`src/guard_timer_regs.svh`:
```
// Register map, field positions, reset values and timing counts of the guard timer.
`ifndef GUARD_TIMER_REGS_SVH
`define GUARD_TIMER_REGS_SVH

// ----------------------------------------------------------------
// Addresses
// ----------------------------------------------------------------
`define GT_RCF_DATA_ADDR  8'h54
`define GT_IO_OFFSET      8'h20
`define GT_RCF_IO_ADDR    (`GT_RCF_DATA_ADDR - `GT_IO_OFFSET)
`define GT_CTRL_DATA_ADDR 8'h60

// ----------------------------------------------------------------
// Reset-cause flag positions
// ----------------------------------------------------------------
`define GT_RCF_POR   0
`define GT_RCF_PIN   1
`define GT_RCF_BROWN 2
`define GT_RCF_GUARD 3
`define GT_RCF_SCAN  4
`define GT_RCF_NUM   5
`define GT_RCF_RESET 8'h00

// ----------------------------------------------------------------
// Control register field positions
// ----------------------------------------------------------------
`define GT_C_FLAG 7
`define GT_C_IE   6
`define GT_C_P3   5
`define GT_C_CE   4
`define GT_C_RST_EN 3
`define GT_CTRL_RESET 8'h00

// ----------------------------------------------------------------
// Timing
// ----------------------------------------------------------------
`define GT_OSC_HZ         128000
`define GT_MIN_PERIOD_MS  16
`define GT_MAX_PERIOD_MS  8000
`define GT_BASE_CYCLES    (`GT_OSC_HZ * `GT_MIN_PERIOD_MS / 1000)
`define GT_MAX_CODE       4'h9
`define GT_UNLOCK_CYCLES  3'h4

`endif

```
`src/guard_timer_pkg.sv`:
```
// Types shared by the guard timer design.
`default_nettype none

package guard_timer_pkg;

    // Action taken when the counter expires.
    typedef enum logic [1:0] {
        mode_stop,
        mode_irq,
        mode_rst,
        mode_both
    } mode_t;

endpackage : guard_timer_pkg

`default_nettype wire

```
`src/guard_timer.sv`:
```
// Guard timer with unlock sequence and reset-cause flags.
`include "guard_timer_regs.svh"
`timescale 1ns/1ps
`default_nettype none

module guard_timer #(
    parameter int unsigned BASE_CYCLES = `GT_BASE_CYCLES
) (
    input  wire logic       clk,
    input  wire logic       nrst,
    input  wire logic       clk_en,
    input  wire logic       osc_in,
    input  wire logic       io_sel,
    input  wire logic [7:0] addr,
    input  wire logic       wr_en,
    input  wire logic       rd_en,
    input  wire logic [7:0] wdata,
    input  wire logic       restart_req,
    input  wire logic       vector_ack,
    input  wire logic       always_on_fuse,
    input  wire logic       pin_rst_in,
    input  wire logic       brownout_rst_in,
    input  wire logic       scan_rst_in,
    output logic      [7:0] rdata,
    output logic            guard_reset,
    output logic            timeout_irq
);

    // ----------------------------------------------------------------
    // Synchronisers
    // ----------------------------------------------------------------
    logic       osc_s1_r;
    logic       osc_s2_r;
    logic       osc_s3_r;
    logic [3:0] pin_s1_r;
    logic [3:0] pin_s2_r;
    logic [3:0] pin_s3_r;
    logic       tick;
    logic       fuse;
    logic       pin_rise;
    logic       brown_rise;
    logic       scan_rise;

    // The oscillator runs far slower than clk, so a three-stage chain
    // turns each of its rising edges into one clk-wide tick.
    always_ff @(posedge clk or negedge nrst) begin
        if (!nrst) begin
            osc_s1_r <= 1'b0;
            osc_s2_r <= 1'b0;
            osc_s3_r <= 1'b0;
        end else if (clk_en) begin
            osc_s1_r <= osc_in;
            osc_s2_r <= osc_s1_r;
            osc_s3_r <= osc_s2_r;
        end
    end

    // Reset sources and the fuse arrive from outside this clock domain.
    always_ff @(posedge clk or negedge nrst) begin
        if (!nrst) begin
            pin_s1_r <= 4'h0;
            pin_s2_r <= 4'h0;
            pin_s3_r <= 4'h0;
        end else if (clk_en) begin
            pin_s1_r <= {always_on_fuse, scan_rst_in, brownout_rst_in, pin_rst_in};
            pin_s2_r <= pin_s1_r;
            pin_s3_r <= pin_s2_r;
        end
    end

    assign tick       = osc_s2_r & ~osc_s3_r;
    assign fuse       = pin_s2_r[3];
    assign pin_rise   = pin_s2_r[0] & ~pin_s3_r[0];
    assign brown_rise = pin_s2_r[1] & ~pin_s3_r[1];
    assign scan_rise  = pin_s2_r[2] & ~pin_s3_r[2];

    // ----------------------------------------------------------------
    // Register decode
    // ----------------------------------------------------------------
    logic rcf_hit;
    logic ctrl_hit;
    logic rcf_wr;
    logic ctrl_wr;

    // Flags answer in both spaces; control sits only in extended space.
    assign rcf_hit  = io_sel ? (addr == `GT_RCF_IO_ADDR)
                             : (addr == `GT_RCF_DATA_ADDR);
    assign ctrl_hit = !io_sel && (addr == `GT_CTRL_DATA_ADDR);
    assign rcf_wr   = wr_en && rcf_hit;
    assign ctrl_wr  = wr_en && ctrl_hit;

    // ----------------------------------------------------------------
    // Control state
    // ----------------------------------------------------------------
    logic       flag_r;
    logic       ie_r;
    logic       rst_en_r;
    logic [3:0] period_r;
    logic       chg_en_r;
    logic [2:0] chg_cnt_r;
    logic [`GT_RCF_NUM-1:0] rcf_r;
    logic       por_pend_r;
    logic       ie_eff;
    logic       rst_en_eff;
    logic       other_rst;
    logic       unlock_wr;
    guard_timer_pkg::mode_t mode;

    // The fuse overrides both enables; the guard reset flag holds the reset enable.
    assign ie_eff     = ie_r & ~fuse;
    assign rst_en_eff = rst_en_r | rcf_r[`GT_RCF_GUARD] | fuse;
    assign other_rst  = pin_rise | brown_rise | scan_rise;
    assign unlock_wr  = ctrl_wr && wdata[`GT_C_CE] && wdata[`GT_C_RST_EN];

    // Mode follows the configuration table; the fuse wins over software.
    always_comb begin
        if (fuse) begin
            mode = guard_timer_pkg::mode_rst;
        end else begin
            case ({rst_en_eff, ie_eff})
                2'b01:   mode = guard_timer_pkg::mode_irq;
                2'b10:   mode = guard_timer_pkg::mode_rst;
                2'b11:   mode = guard_timer_pkg::mode_both;
                default: mode = guard_timer_pkg::mode_stop;
            endcase
        end
    end

    // ----------------------------------------------------------------
    // Counter
    // ----------------------------------------------------------------
    logic [20:0] cnt_r;
    logic [20:0] limit;
    logic [3:0]  code;
    logic        expire;
    logic        flag_set;
    logic        guard_fire;

    // Reserved codes fall back to the longest period rather than wrap.
    assign code  = (period_r > `GT_MAX_CODE) ? `GT_MAX_CODE : period_r;
    assign limit = 21'(BASE_CYCLES) << code;

    // Comparing with >= makes a switch to a shorter period expire at
    // once, which is why software should restart first.
    assign expire = tick && (mode != guard_timer_pkg::mode_stop)
                    && (cnt_r >= limit - 21'h00_0001);

    assign flag_set   = expire && ((mode == guard_timer_pkg::mode_irq)
                        || (mode == guard_timer_pkg::mode_both && !flag_r));
    assign guard_fire = expire && ((mode == guard_timer_pkg::mode_rst)
                        || (mode == guard_timer_pkg::mode_both && flag_r));

    // No sleep input exists: the counter runs whenever a mode is active.
    always_ff @(posedge clk or negedge nrst) begin
        if (!nrst) begin
            cnt_r <= 21'h00_0000;
        end else if (clk_en) begin
            if (restart_req || expire || guard_reset || other_rst) begin
                cnt_r <= 21'h00_0000;
            end else if (tick && mode != guard_timer_pkg::mode_stop) begin
                cnt_r <= cnt_r + 21'h00_0001;
            end
        end
    end

    // One-cycle system reset pulse on expiry in reset mode, or in combined mode with the flag already set.
    always_ff @(posedge clk or negedge nrst) begin
        if (!nrst) begin
            guard_reset <= 1'b0;
        end else if (clk_en) begin
            guard_reset <= guard_fire;
        end
    end

    // ----------------------------------------------------------------
    // Interrupt flag and enable
    // ----------------------------------------------------------------
    // A new expiry beats a clear in the same cycle so no event is lost.
    always_ff @(posedge clk or negedge nrst) begin
        if (!nrst) begin
            flag_r <= 1'b0;
        end else if (clk_en) begin
            if (flag_set) begin
                flag_r <= 1'b1;
            end else if (guard_reset || other_rst) begin
                flag_r <= 1'b0;
            end else if (vector_ack || (ctrl_wr && wdata[`GT_C_FLAG])) begin
                flag_r <= 1'b0;
            end
        end
    end

    // Vector execution in combined mode drops the enable, leaving reset mode.
    always_ff @(posedge clk or negedge nrst) begin
        if (!nrst) begin
            ie_r <= 1'b0;
        end else if (clk_en) begin
            if (guard_reset || other_rst) begin
                ie_r <= 1'b0;
            end else if (vector_ack && rst_en_eff) begin
                ie_r <= 1'b0;
            end else if (ctrl_wr) begin
                ie_r <= wdata[`GT_C_IE];
            end
        end
    end

    // Interrupt output; it follows the flag gated by the effective enable, one edge later.
    always_ff @(posedge clk or negedge nrst) begin
        if (!nrst) begin
            timeout_irq <= 1'b0;
        end else if (clk_en) begin
            timeout_irq <= flag_r & ie_eff;
        end
    end

    // ----------------------------------------------------------------
    // Timed unlock
    // ----------------------------------------------------------------
    // The window opens the edge after the unlock write and lasts four
    // cycles; further writes inside it do not stretch it.
    always_ff @(posedge clk or negedge nrst) begin
        if (!nrst) begin
            chg_en_r  <= 1'b0;
            chg_cnt_r <= 3'h0;
        end else if (clk_en) begin
            if (guard_reset || other_rst) begin
                chg_en_r  <= 1'b0;
                chg_cnt_r <= 3'h0;
            end else if (chg_en_r) begin
                chg_cnt_r <= chg_cnt_r - 3'h1;
                if (chg_cnt_r == 3'h1) begin
                    chg_en_r <= 1'b0;
                end
            end else if (unlock_wr) begin
                chg_en_r  <= 1'b1;
                chg_cnt_r <= `GT_UNLOCK_CYCLES;
            end
        end
    end

    // The reset enable may always be set; clearing it or changing the period
    // needs the window. After a guard reset the enable comes back set.
    always_ff @(posedge clk or negedge nrst) begin
        if (!nrst) begin
            rst_en_r <= 1'b0;
            period_r <= 4'h0;
        end else if (clk_en) begin
            if (guard_reset) begin
                rst_en_r <= 1'b1;
                period_r <= 4'h0;
            end else if (other_rst) begin
                rst_en_r <= 1'b0;
                period_r <= 4'h0;
            end else if (ctrl_wr && chg_en_r) begin
                rst_en_r <= wdata[`GT_C_RST_EN] | rcf_r[`GT_RCF_GUARD];
                period_r <= {wdata[`GT_C_P3], wdata[2:0]};
            end else if (ctrl_wr) begin
                rst_en_r <= rst_en_r | wdata[`GT_C_RST_EN];
            end
        end
    end

    // ----------------------------------------------------------------
    // Reset-cause flags
    // ----------------------------------------------------------------
    localparam logic [7:0] RCF_RST = `GT_RCF_RESET;

    logic [`GT_RCF_NUM-1:0] rcf_set;

    // Power-on is the async reset; its flag is raised just after release.
    always_ff @(posedge clk or negedge nrst) begin
        if (!nrst) begin
            por_pend_r <= 1'b1;
        end else if (clk_en) begin
            por_pend_r <= 1'b0;
        end
    end

    assign rcf_set[`GT_RCF_POR]   = por_pend_r;
    assign rcf_set[`GT_RCF_PIN]   = pin_rise;
    assign rcf_set[`GT_RCF_BROWN] = brown_rise;
    assign rcf_set[`GT_RCF_GUARD] = guard_reset;
    assign rcf_set[`GT_RCF_SCAN]  = scan_rise;

    // Only power-on (async reset) or a written zero clears a flag; a set
    // in the same cycle as the write wins.
    for (genvar i = 0; i < `GT_RCF_NUM; i++) begin : g_rcf
        always_ff @(posedge clk or negedge nrst) begin
            if (!nrst) begin
                rcf_r[i] <= RCF_RST[i];
            end else if (clk_en) begin
                if (rcf_set[i]) begin
                    rcf_r[i] <= 1'b1;
                end else if (rcf_wr && !wdata[i]) begin
                    rcf_r[i] <= 1'b0;
                end
            end
        end
    end

    // ----------------------------------------------------------------
    // Read port
    // ----------------------------------------------------------------
    // Reads return data one edge after rd_en; unmapped addresses give zero.
    always_ff @(posedge clk or negedge nrst) begin
        if (!nrst) begin
            rdata <= 8'h00;
        end else if (clk_en && rd_en) begin
            if (rcf_hit) begin
                rdata <= {3'b000, rcf_r};
            end else if (ctrl_hit) begin
                rdata <= {flag_r, ie_eff, period_r[3], chg_en_r,
                          rst_en_eff, period_r[2:0]};
            end else begin
                rdata <= 8'h00;
            end
        end
    end

    // ----------------------------------------------------------------
    // Checks
    // ----------------------------------------------------------------
    AST_CE_CLEAR: assert property (@(posedge clk) disable iff (!nrst || !clk_en)
        $rose(chg_en_r) |-> chg_en_r [*4] ##1 !chg_en_r)
        else $error("Change enable did not last exactly four cycles.");

    AST_RST_MODE: assert property (@(posedge clk) disable iff (!nrst || !clk_en)
        (expire && mode == guard_timer_pkg::mode_rst) |=> guard_reset ##1 !guard_reset)
        else $error("Reset mode expiry did not give a one-cycle reset.");

    AST_IRQ_MODE: assert property (@(posedge clk) disable iff (!nrst || !clk_en)
        (expire && mode == guard_timer_pkg::mode_irq) |=> flag_r && !guard_reset
        ##1 timeout_irq)
        else $error("Interrupt mode expiry did not raise the interrupt.");

    AST_BOTH_SEQ: assert property (@(posedge clk) disable iff (!nrst || !clk_en)
        (expire && mode == guard_timer_pkg::mode_both) |=> (guard_reset == $past(flag_r)))
        else $error("Combined mode took the wrong action.");

    AST_FUSE: assert property (@(posedge clk) disable iff (!nrst || !clk_en)
        (fuse && tick && cnt_r >= limit - 21'h00_0001) |=> guard_reset && !flag_r)
        else $error("Fuse did not force reset mode.");

    AST_RESTART: assert property (@(posedge clk) disable iff (!nrst || !clk_en)
        restart_req |=> cnt_r == 21'h00_0000)
        else $error("Restart did not clear the counter.");

    AST_LOCKED: assert property (@(posedge clk) disable iff (!nrst || !clk_en)
        (ctrl_wr && !chg_en_r && !guard_reset && !other_rst) |=> $stable(period_r)
        && (rst_en_r || !$past(rst_en_r)))
        else $error("Locked write changed the period or cleared the reset enable.");

    AST_GUARD_FLAG: assert property (@(posedge clk) disable iff (!nrst || !clk_en)
        guard_reset |=> rcf_r[`GT_RCF_GUARD] && rst_en_eff)
        else $error("Guard reset did not set its flag.");

    AST_GUARD_HOLD: assert property (@(posedge clk) disable iff (!nrst || !clk_en)
        (rcf_r[`GT_RCF_GUARD] && ctrl_wr && !other_rst) |=> rst_en_r)
        else $error("Reset enable cleared while guard reset flag set.");

    AST_READ_IO: assert property (@(posedge clk) disable iff (!nrst || !clk_en)
        (rd_en && io_sel && addr == `GT_RCF_IO_ADDR) |=> rdata == {3'b000, $past(rcf_r)})
        else $error("Flag read in I/O space returned wrong data.");

endmodule : guard_timer

`default_nettype wire

```
`config.mk`:
```
export PLATFORM = sky130hd
export DESIGN_NAME = guard_timer
export DESIGN_NICKNAME = d
export VERILOG_FILES = /design/src/guard_timer_pkg.sv /design/src/guard_timer.sv
export VERILOG_INCLUDE_DIRS = /design/src
export SDC_FILE = /design/constraint.sdc
export NUM_CORES = 1
export LEC_CHECK = 0
export ABC_AREA = 0
export BUFFER_PORTS_ARGS = -buffer_cell sky130_fd_sc_hd__buf_2
export CAP_MARGIN = 20
export CORE_MARGIN = 3
export CORE_UTILIZATION = 59
export DETAILED_ROUTE_END_ITERATION = 10
export PLACE_DENSITY = 0.9
export SYNTH_ARGS = -nofsm -noshare
export SYNTH_HDL_FRONTEND = slang
export SYNTH_SLANG_ARGS = --single-unit
```
`constraint.sdc`:
```
create_clock -name clk -period 3.6 [get_ports clk]
set_clock_uncertainty 0.05 [all_clocks]
set_input_delay 0.72 -clock clk [delete_from_list [all_inputs] [get_ports clk]]
set_output_delay 0.72 -clock clk [all_outputs]
set_load 0.02 [all_outputs]
```
======== Word-level counts from Yosys, hierarchy flattened ========
Cells that the tools add are included.
storage, ports and cells
  bits in registers ....................... 62
  bits in latches ......................... 0
  output and inout bits ................... 10
  bits in writable memories ............... 0
  input port bits ......................... 29
  memories ................................ 0
  logic and storage cells ................. 150
  memory bits (read-only) ................. 0
cells by class
  divide/modulo/power cells ............... 0
  eq/ne operators ......................... 10
  order comparisons ....................... 2
  mux-type cells .......................... 38
  reductions and logical operators ........ 57
  $mul .................................... 0
  bitwise logic cells ..................... 17
  add/sub/neg operators ................... 3
  shift operators ......................... 1
operators with widths
  cell                                                                   count
  21-bit 2-to-1 mux                                                      2
  1-bit 2-to-1 mux                                                       25
  2-bit AND reduction                                                    11
  21-bit by 1-bit adder with 21-bit output (second input constant)       1
  21-bit >= comparator                                                   1
  12-bit by 4-bit left shift with 21-bit output (first input constant)   1
  21-bit by 1-bit subtractor with 21-bit output (second input constant)  1
  1-bit logical AND                                                      20
  8-bit by 7-bit == test with 1-bit output (second input constant)       2
  4-bit 2-to-1 mux                                                       4
  8-bit 2-to-1 mux                                                       2
  2-bit nonzero test                                                     7
  3-bit nonzero test                                                     4
  3-bit 2-to-1 mux                                                       3
  2-bit == test (second input constant)                                  4
  8-bit by 6-bit == test with 1-bit output (second input constant)       1
  1-bit zero test                                                        7
  1-bit logical OR                                                       7
  1-bit bitwise AND                                                      6
  1-bit bitwise OR                                                       6
  2-bit case mux with 3 select lines                                     1
  1-bit NOT                                                              5
  2-bit by 1-bit == test with 1-bit output (second input constant)       2
  4-bit greater-than comparator (second input constant)                  1
  4 further kinds                                                        4

======== Longest topological paths before layout ========
  depth in word-level cells ............... 13
  gate-level depth with buffers ........... 14
  depth with buffers taken out ............ 12

======== Least setup slack after synthesis ========
OpenSTA, ideal clock, no wires.
  path kind ............................... flip-flop to flip-flop
  start ................................... reg period_r[3]
  end ..................................... reg cnt_r[10]
  library setup time ...................... 137 ps
  buffers on the path ..................... 2
  path slack .............................. 497 ps
  data arrival time ....................... 2916 ps
  stages on the path, launching flop included .. 14
  required time ........................... 3413 ps
  clock period less this slack ............ 3103 ps
  cell sequence ........................... dfrtp_1 -> clkbuf_1 -> or4_1 -> ha_1 -> nor3_1 -> a21o_1 -> a32oi_1 -> ha_1 -> nand4_1 -> nor4_1 -> nand2_1 -> nand4_2 -> clkbuf_1 -> a21oi_1
on the way
  cells in the longest elaborated chain, start to end .. 11
  elaborated cells between the ends (all ways) .. 12
  those cells by class .................... 1 x add/sub; 2 x order compare; 1 x shift; 2 x mux; 6 x reduce/logical
RTL lines
  element                                          line                source
  start, declared                                  guard_timer.sv:98   logic [3:0] period_r;
  start signal, assigned                           guard_timer.sv:257  period_r <= {wdata[`GT_C_P3], wdata[2:0]};
  4-bit greater-than comparator (no line)          -
  4-bit 2-to-1 mux *                               guard_timer.sv:140  assign code = (period_r > `GT_MAX_CODE) ? `GT_MAX_CODE : period_r;
  12-bit by 4-bit left shift with 21-bit output *  guard_timer.sv:141  assign limit = 21'(BASE_CYCLES) << code;
  21-bit by 1-bit subtractor with 21-bit output *  guard_timer.sv:146  && (cnt_r >= limit - 21'h00_0001);
  21-bit >= comparator *                           guard_timer.sv:146
  1-bit logical AND *                              guard_timer.sv:146
  1-bit logical OR * (3 in series)                 guard_timer.sv:158  if (restart_req || expire || guard_reset || other_rst) begin
  2-bit nonzero test (no line)                     -
  2-bit AND reduction (no line)                    -
  end signal, assigned                             guard_timer.sv:161  cnt_r <= cnt_r + 21'h00_0001;
  end, declared                                    guard_timer.sv:132  logic [20:0] cnt_r;
Every way passes the cells marked *; elsewhere a longest branch is shown, timed or not.
A chain may end at the register's enable or synchronous reset.

======== Final worst setup path ========
  start ................................... reg period_r[3]
  end ..................................... reg cnt_r[4]
Same word-level chain as after synthesis.

==> flow_summary.toml <==
[synthesis]
synth_mux_area_share_pct = 4.560
ys_types = 61
synthArstFlopShare_pct = 100.0
ys_seq_elements = 62
yosysMostFrequentCell = "dfrtp_1"
synthDominantCellAreaShare_pct = 44.15
synth.largest_area_cell = "dfrtp_1"
synth-edff-count = 0
synth_area_sq_um = 3457
yosys-top-cells-count = "dfrtp_1, nand2_1, a21oi_1"
synth-compound-area-share_pct = 20.38
synth_area_leaders = "dfrtp_1, ha_1, mux2_2"
synth-simple-area-share_pct = 17.08
ys_warn_count = 0
synth-main-ff-cell = "dfrtp_1"
synth_top_family_by_area = "compound AO/OA/AOI/OAI gates"
syn_nets = 391
avgSynthCellArea_sq_um = 9.934
ys_seq_area_share_pct = 44.91
syn-instance-count = 348
synth_fa_ha_area_share_pct = 5.067
synth_xor_area_share_pct = 4.560

[floorplanning]
die_area_sq_um = 6814
dieHeight_um = 82.55
io_pins = 39
rows = 27
initial_utilization_pct = 62.02
die_w_um = 82.55
core-area_sq_um = 5574

[critical_path]
worst-path-max-fanout = 11
cp_cell_sequence = "or4_1 -> ha_1 -> nor3_1 -> a21o_1 -> a32oi_1 -> ha_1 -> a211oi_1 -> nor2_1 -> nor3_1 -> nand4_4 -> buf_4 -> a21oi_1"
crit_type = "reg2reg"
end_kind = "flop"
worstPathArrival_ns = 3.70
crit_path_start_kind = "flop"
worst_ep_required_time_ns = 3.81
critPathMaxStageDelay_ns = 0.59
slowest_stage = "or4_1"

[power]
sw_frac_of_total_pct = 26.71
p_leak_nw = 1.669
power.net_switching_w = 0.0004321
combPwrFrac_pct = 12.4
p_int_w = 0.001186
p_per_area_nw_per_um2 = 409.9
clkPwrFrac_pct = 41.6
seq_power_share_pct = 46.1
ir_drop_mv = 0.3036

[detailed_routing]
drc = 0
wire_per_inst_um = 16.71
vias = 2858
first_pass_iters = 4
drt_iter0_drc = 249
vias_per_cell = 6.173
ant_nets = 0
totalWireLength_um = 7738

[clocking]
cts_hold_buffers = 0
root_buffer = "clkbuf_8"
post_cts_buffers = 0
cts-buffers-inserted = 9
htreeDepth = 3
clk_path_buf_depth = 2
path_clk_slew_ns = 0.08
clk_latency_ns = 0.34
cts_tree = "built"
clock_sinks = 62
cts_resized = 0

[global_routing]
grt_pass1_wl_um = 13120
grt_max_degree = 58
grt.total_usage_pct = 25.25
overflow = 0
grt_pass1_vias = 2876
antenna_found_initial = 0

[timing]
setup_violations = 0
fin_crit_ns = 3.486
maxSlewViolCount = 0
hold_viol = 0
worstMarginPinSlew_ns = 0.7534
min_period_over_period_pct = 96.84
max_freq_ghz = 0.2868
max_slew_margin_pct = 49.76

[finish]
drive_gt1_share_pct = 23.27
fillCellCount = 407
diodes = 0
finalNetCount = 429
stdcell_area_sq_um = 3948
synthToLayoutAreaGrowth_pct = 14.19
fin_cells = 463

[place]
place_hpwl_um = 5532
portBuffers = 38
dp.cells = 447
place.gp.congestion = 0.8651
placed_area_sq_um = 3716

[flow_run]
max_cap_violations = 0

[min_path]
hold_path.class = "in2async"

[status]
status = "finished clean"
## worst max-delay path, delay by kind of cell (launching register included)
kind                     cells  cell delay [ns]
AND/OR/NAND/NOR              5             1.53
AO/OA/AOI/OAI                4             0.63
flip-flops                   1             0.46
adder cells (fa/ha/maj)      2             0.46
buffers and inverters        1             0.27
## power by group through the flow
stage,clock network [W],logic (W),registers (W)
4_1_cts,0.000688,0.000197,0.000745
6_report,0.000673,0.000200,0.000746
3_3_place_gp,0,0.000188,0.000754
3_5_place_dp,0,0.000196,0.000758
5_1_grt,0.000716,0.000222,0.000749
2_1_floorplan,0,0.000130,0.000750
## area by class of cell
class / count / area (sq um) / share of cell area [%]
multi-input combinational: 257 / 1798 / 45.55
sequential: 62 / 1553 / 39.33
timing repair buffer: 45 / 242.7 / 6.149
clock buffer: 9 / 123.9 / 3.138
clock inverter: 7 / 98.84 / 2.504
tap: 72 / 90.09 / 2.282
inverter: 11 / 41.29 / 1.046
## layout by cell type, fill, tap and decap left out, types with 11 or more instances in the layout
cell type and count:
a21oi_1 27, buf_2 38, dfrtp_1 61, ha_1 14
inv_1 11, mux2_2 14, nand2_1 36, nand3_1 12
o21ai_0 21, xnor2_1 11
## metrics by stage
stage / setup slack, ns / utilization (%) / TNS, ns / hold slack (ns) / total power, W
2_1_floorplan: 0.4968 / - / 0 / 0.3744 / 0.0008800
3_3_place_gp: 0.4591 / 66.67 / 0 / 0.4062 / 0.0009426
3_5_place_dp: 0.2576 / 66.67 / 0 / 0.4184 / 0.0009535
4_1_cts: 0.2342 / 70.66 / 0 / 0.1230 / 0.001630
5_1_grt: -0.1361 / 70.82 / -1.093 / 0.1356 / 0.001687
6_report: 0.1138 / 70.82 / 0 / 0.1392 / 0.001618
## cells by family after synthesis
logic type | Yosys count
DFF | 62
AOI/OAI and AO/OA | 103
other | 1
xor gates and xnor gates | 18
and+or+nand+nor | 107
buffers and inverters | 29
adders and majority gates | 14
muxes | 14
## sequential cells by signal (all words and copies together) (netlist names), 3 cells and up
| signal | count |
|---|---|
| pin_s1_r | 4 |
| chg_cnt_r | 3 |
| cnt_r | 21 |
| rdata | 8 |
| period_r | 4 |
| pin_s3_r | 3 |
| pin_s2_r | 4 |
| rcf_r | 5 |
## metal layers
layer	vias up	GRT usage [%]	share of wire, %
met5	-	0	0
met4	0	9.314	1.4
met3	13	5.531	5.8
met2	108	42.23	50
met1	1368	32.10	43
li1	1369	-	-
## worst paths after layout
check,end,startpoint,cells after the start,slack (ns)
max,cnt_r[4],period_r[3],12,0.11
min,cnt_r[14],nrst,1,0.14
max reg2reg,cnt_r[4],period_r[3],12,0.11
min reg2reg,rdata[2],rdata[2],2,0.43
max in group asynchronous,pin_s1_r[2],nrst,2,2.45
min in group clk,rdata[2],rdata[2],2,0.43
Note: power is estimated with default switching activity, not from simulation.
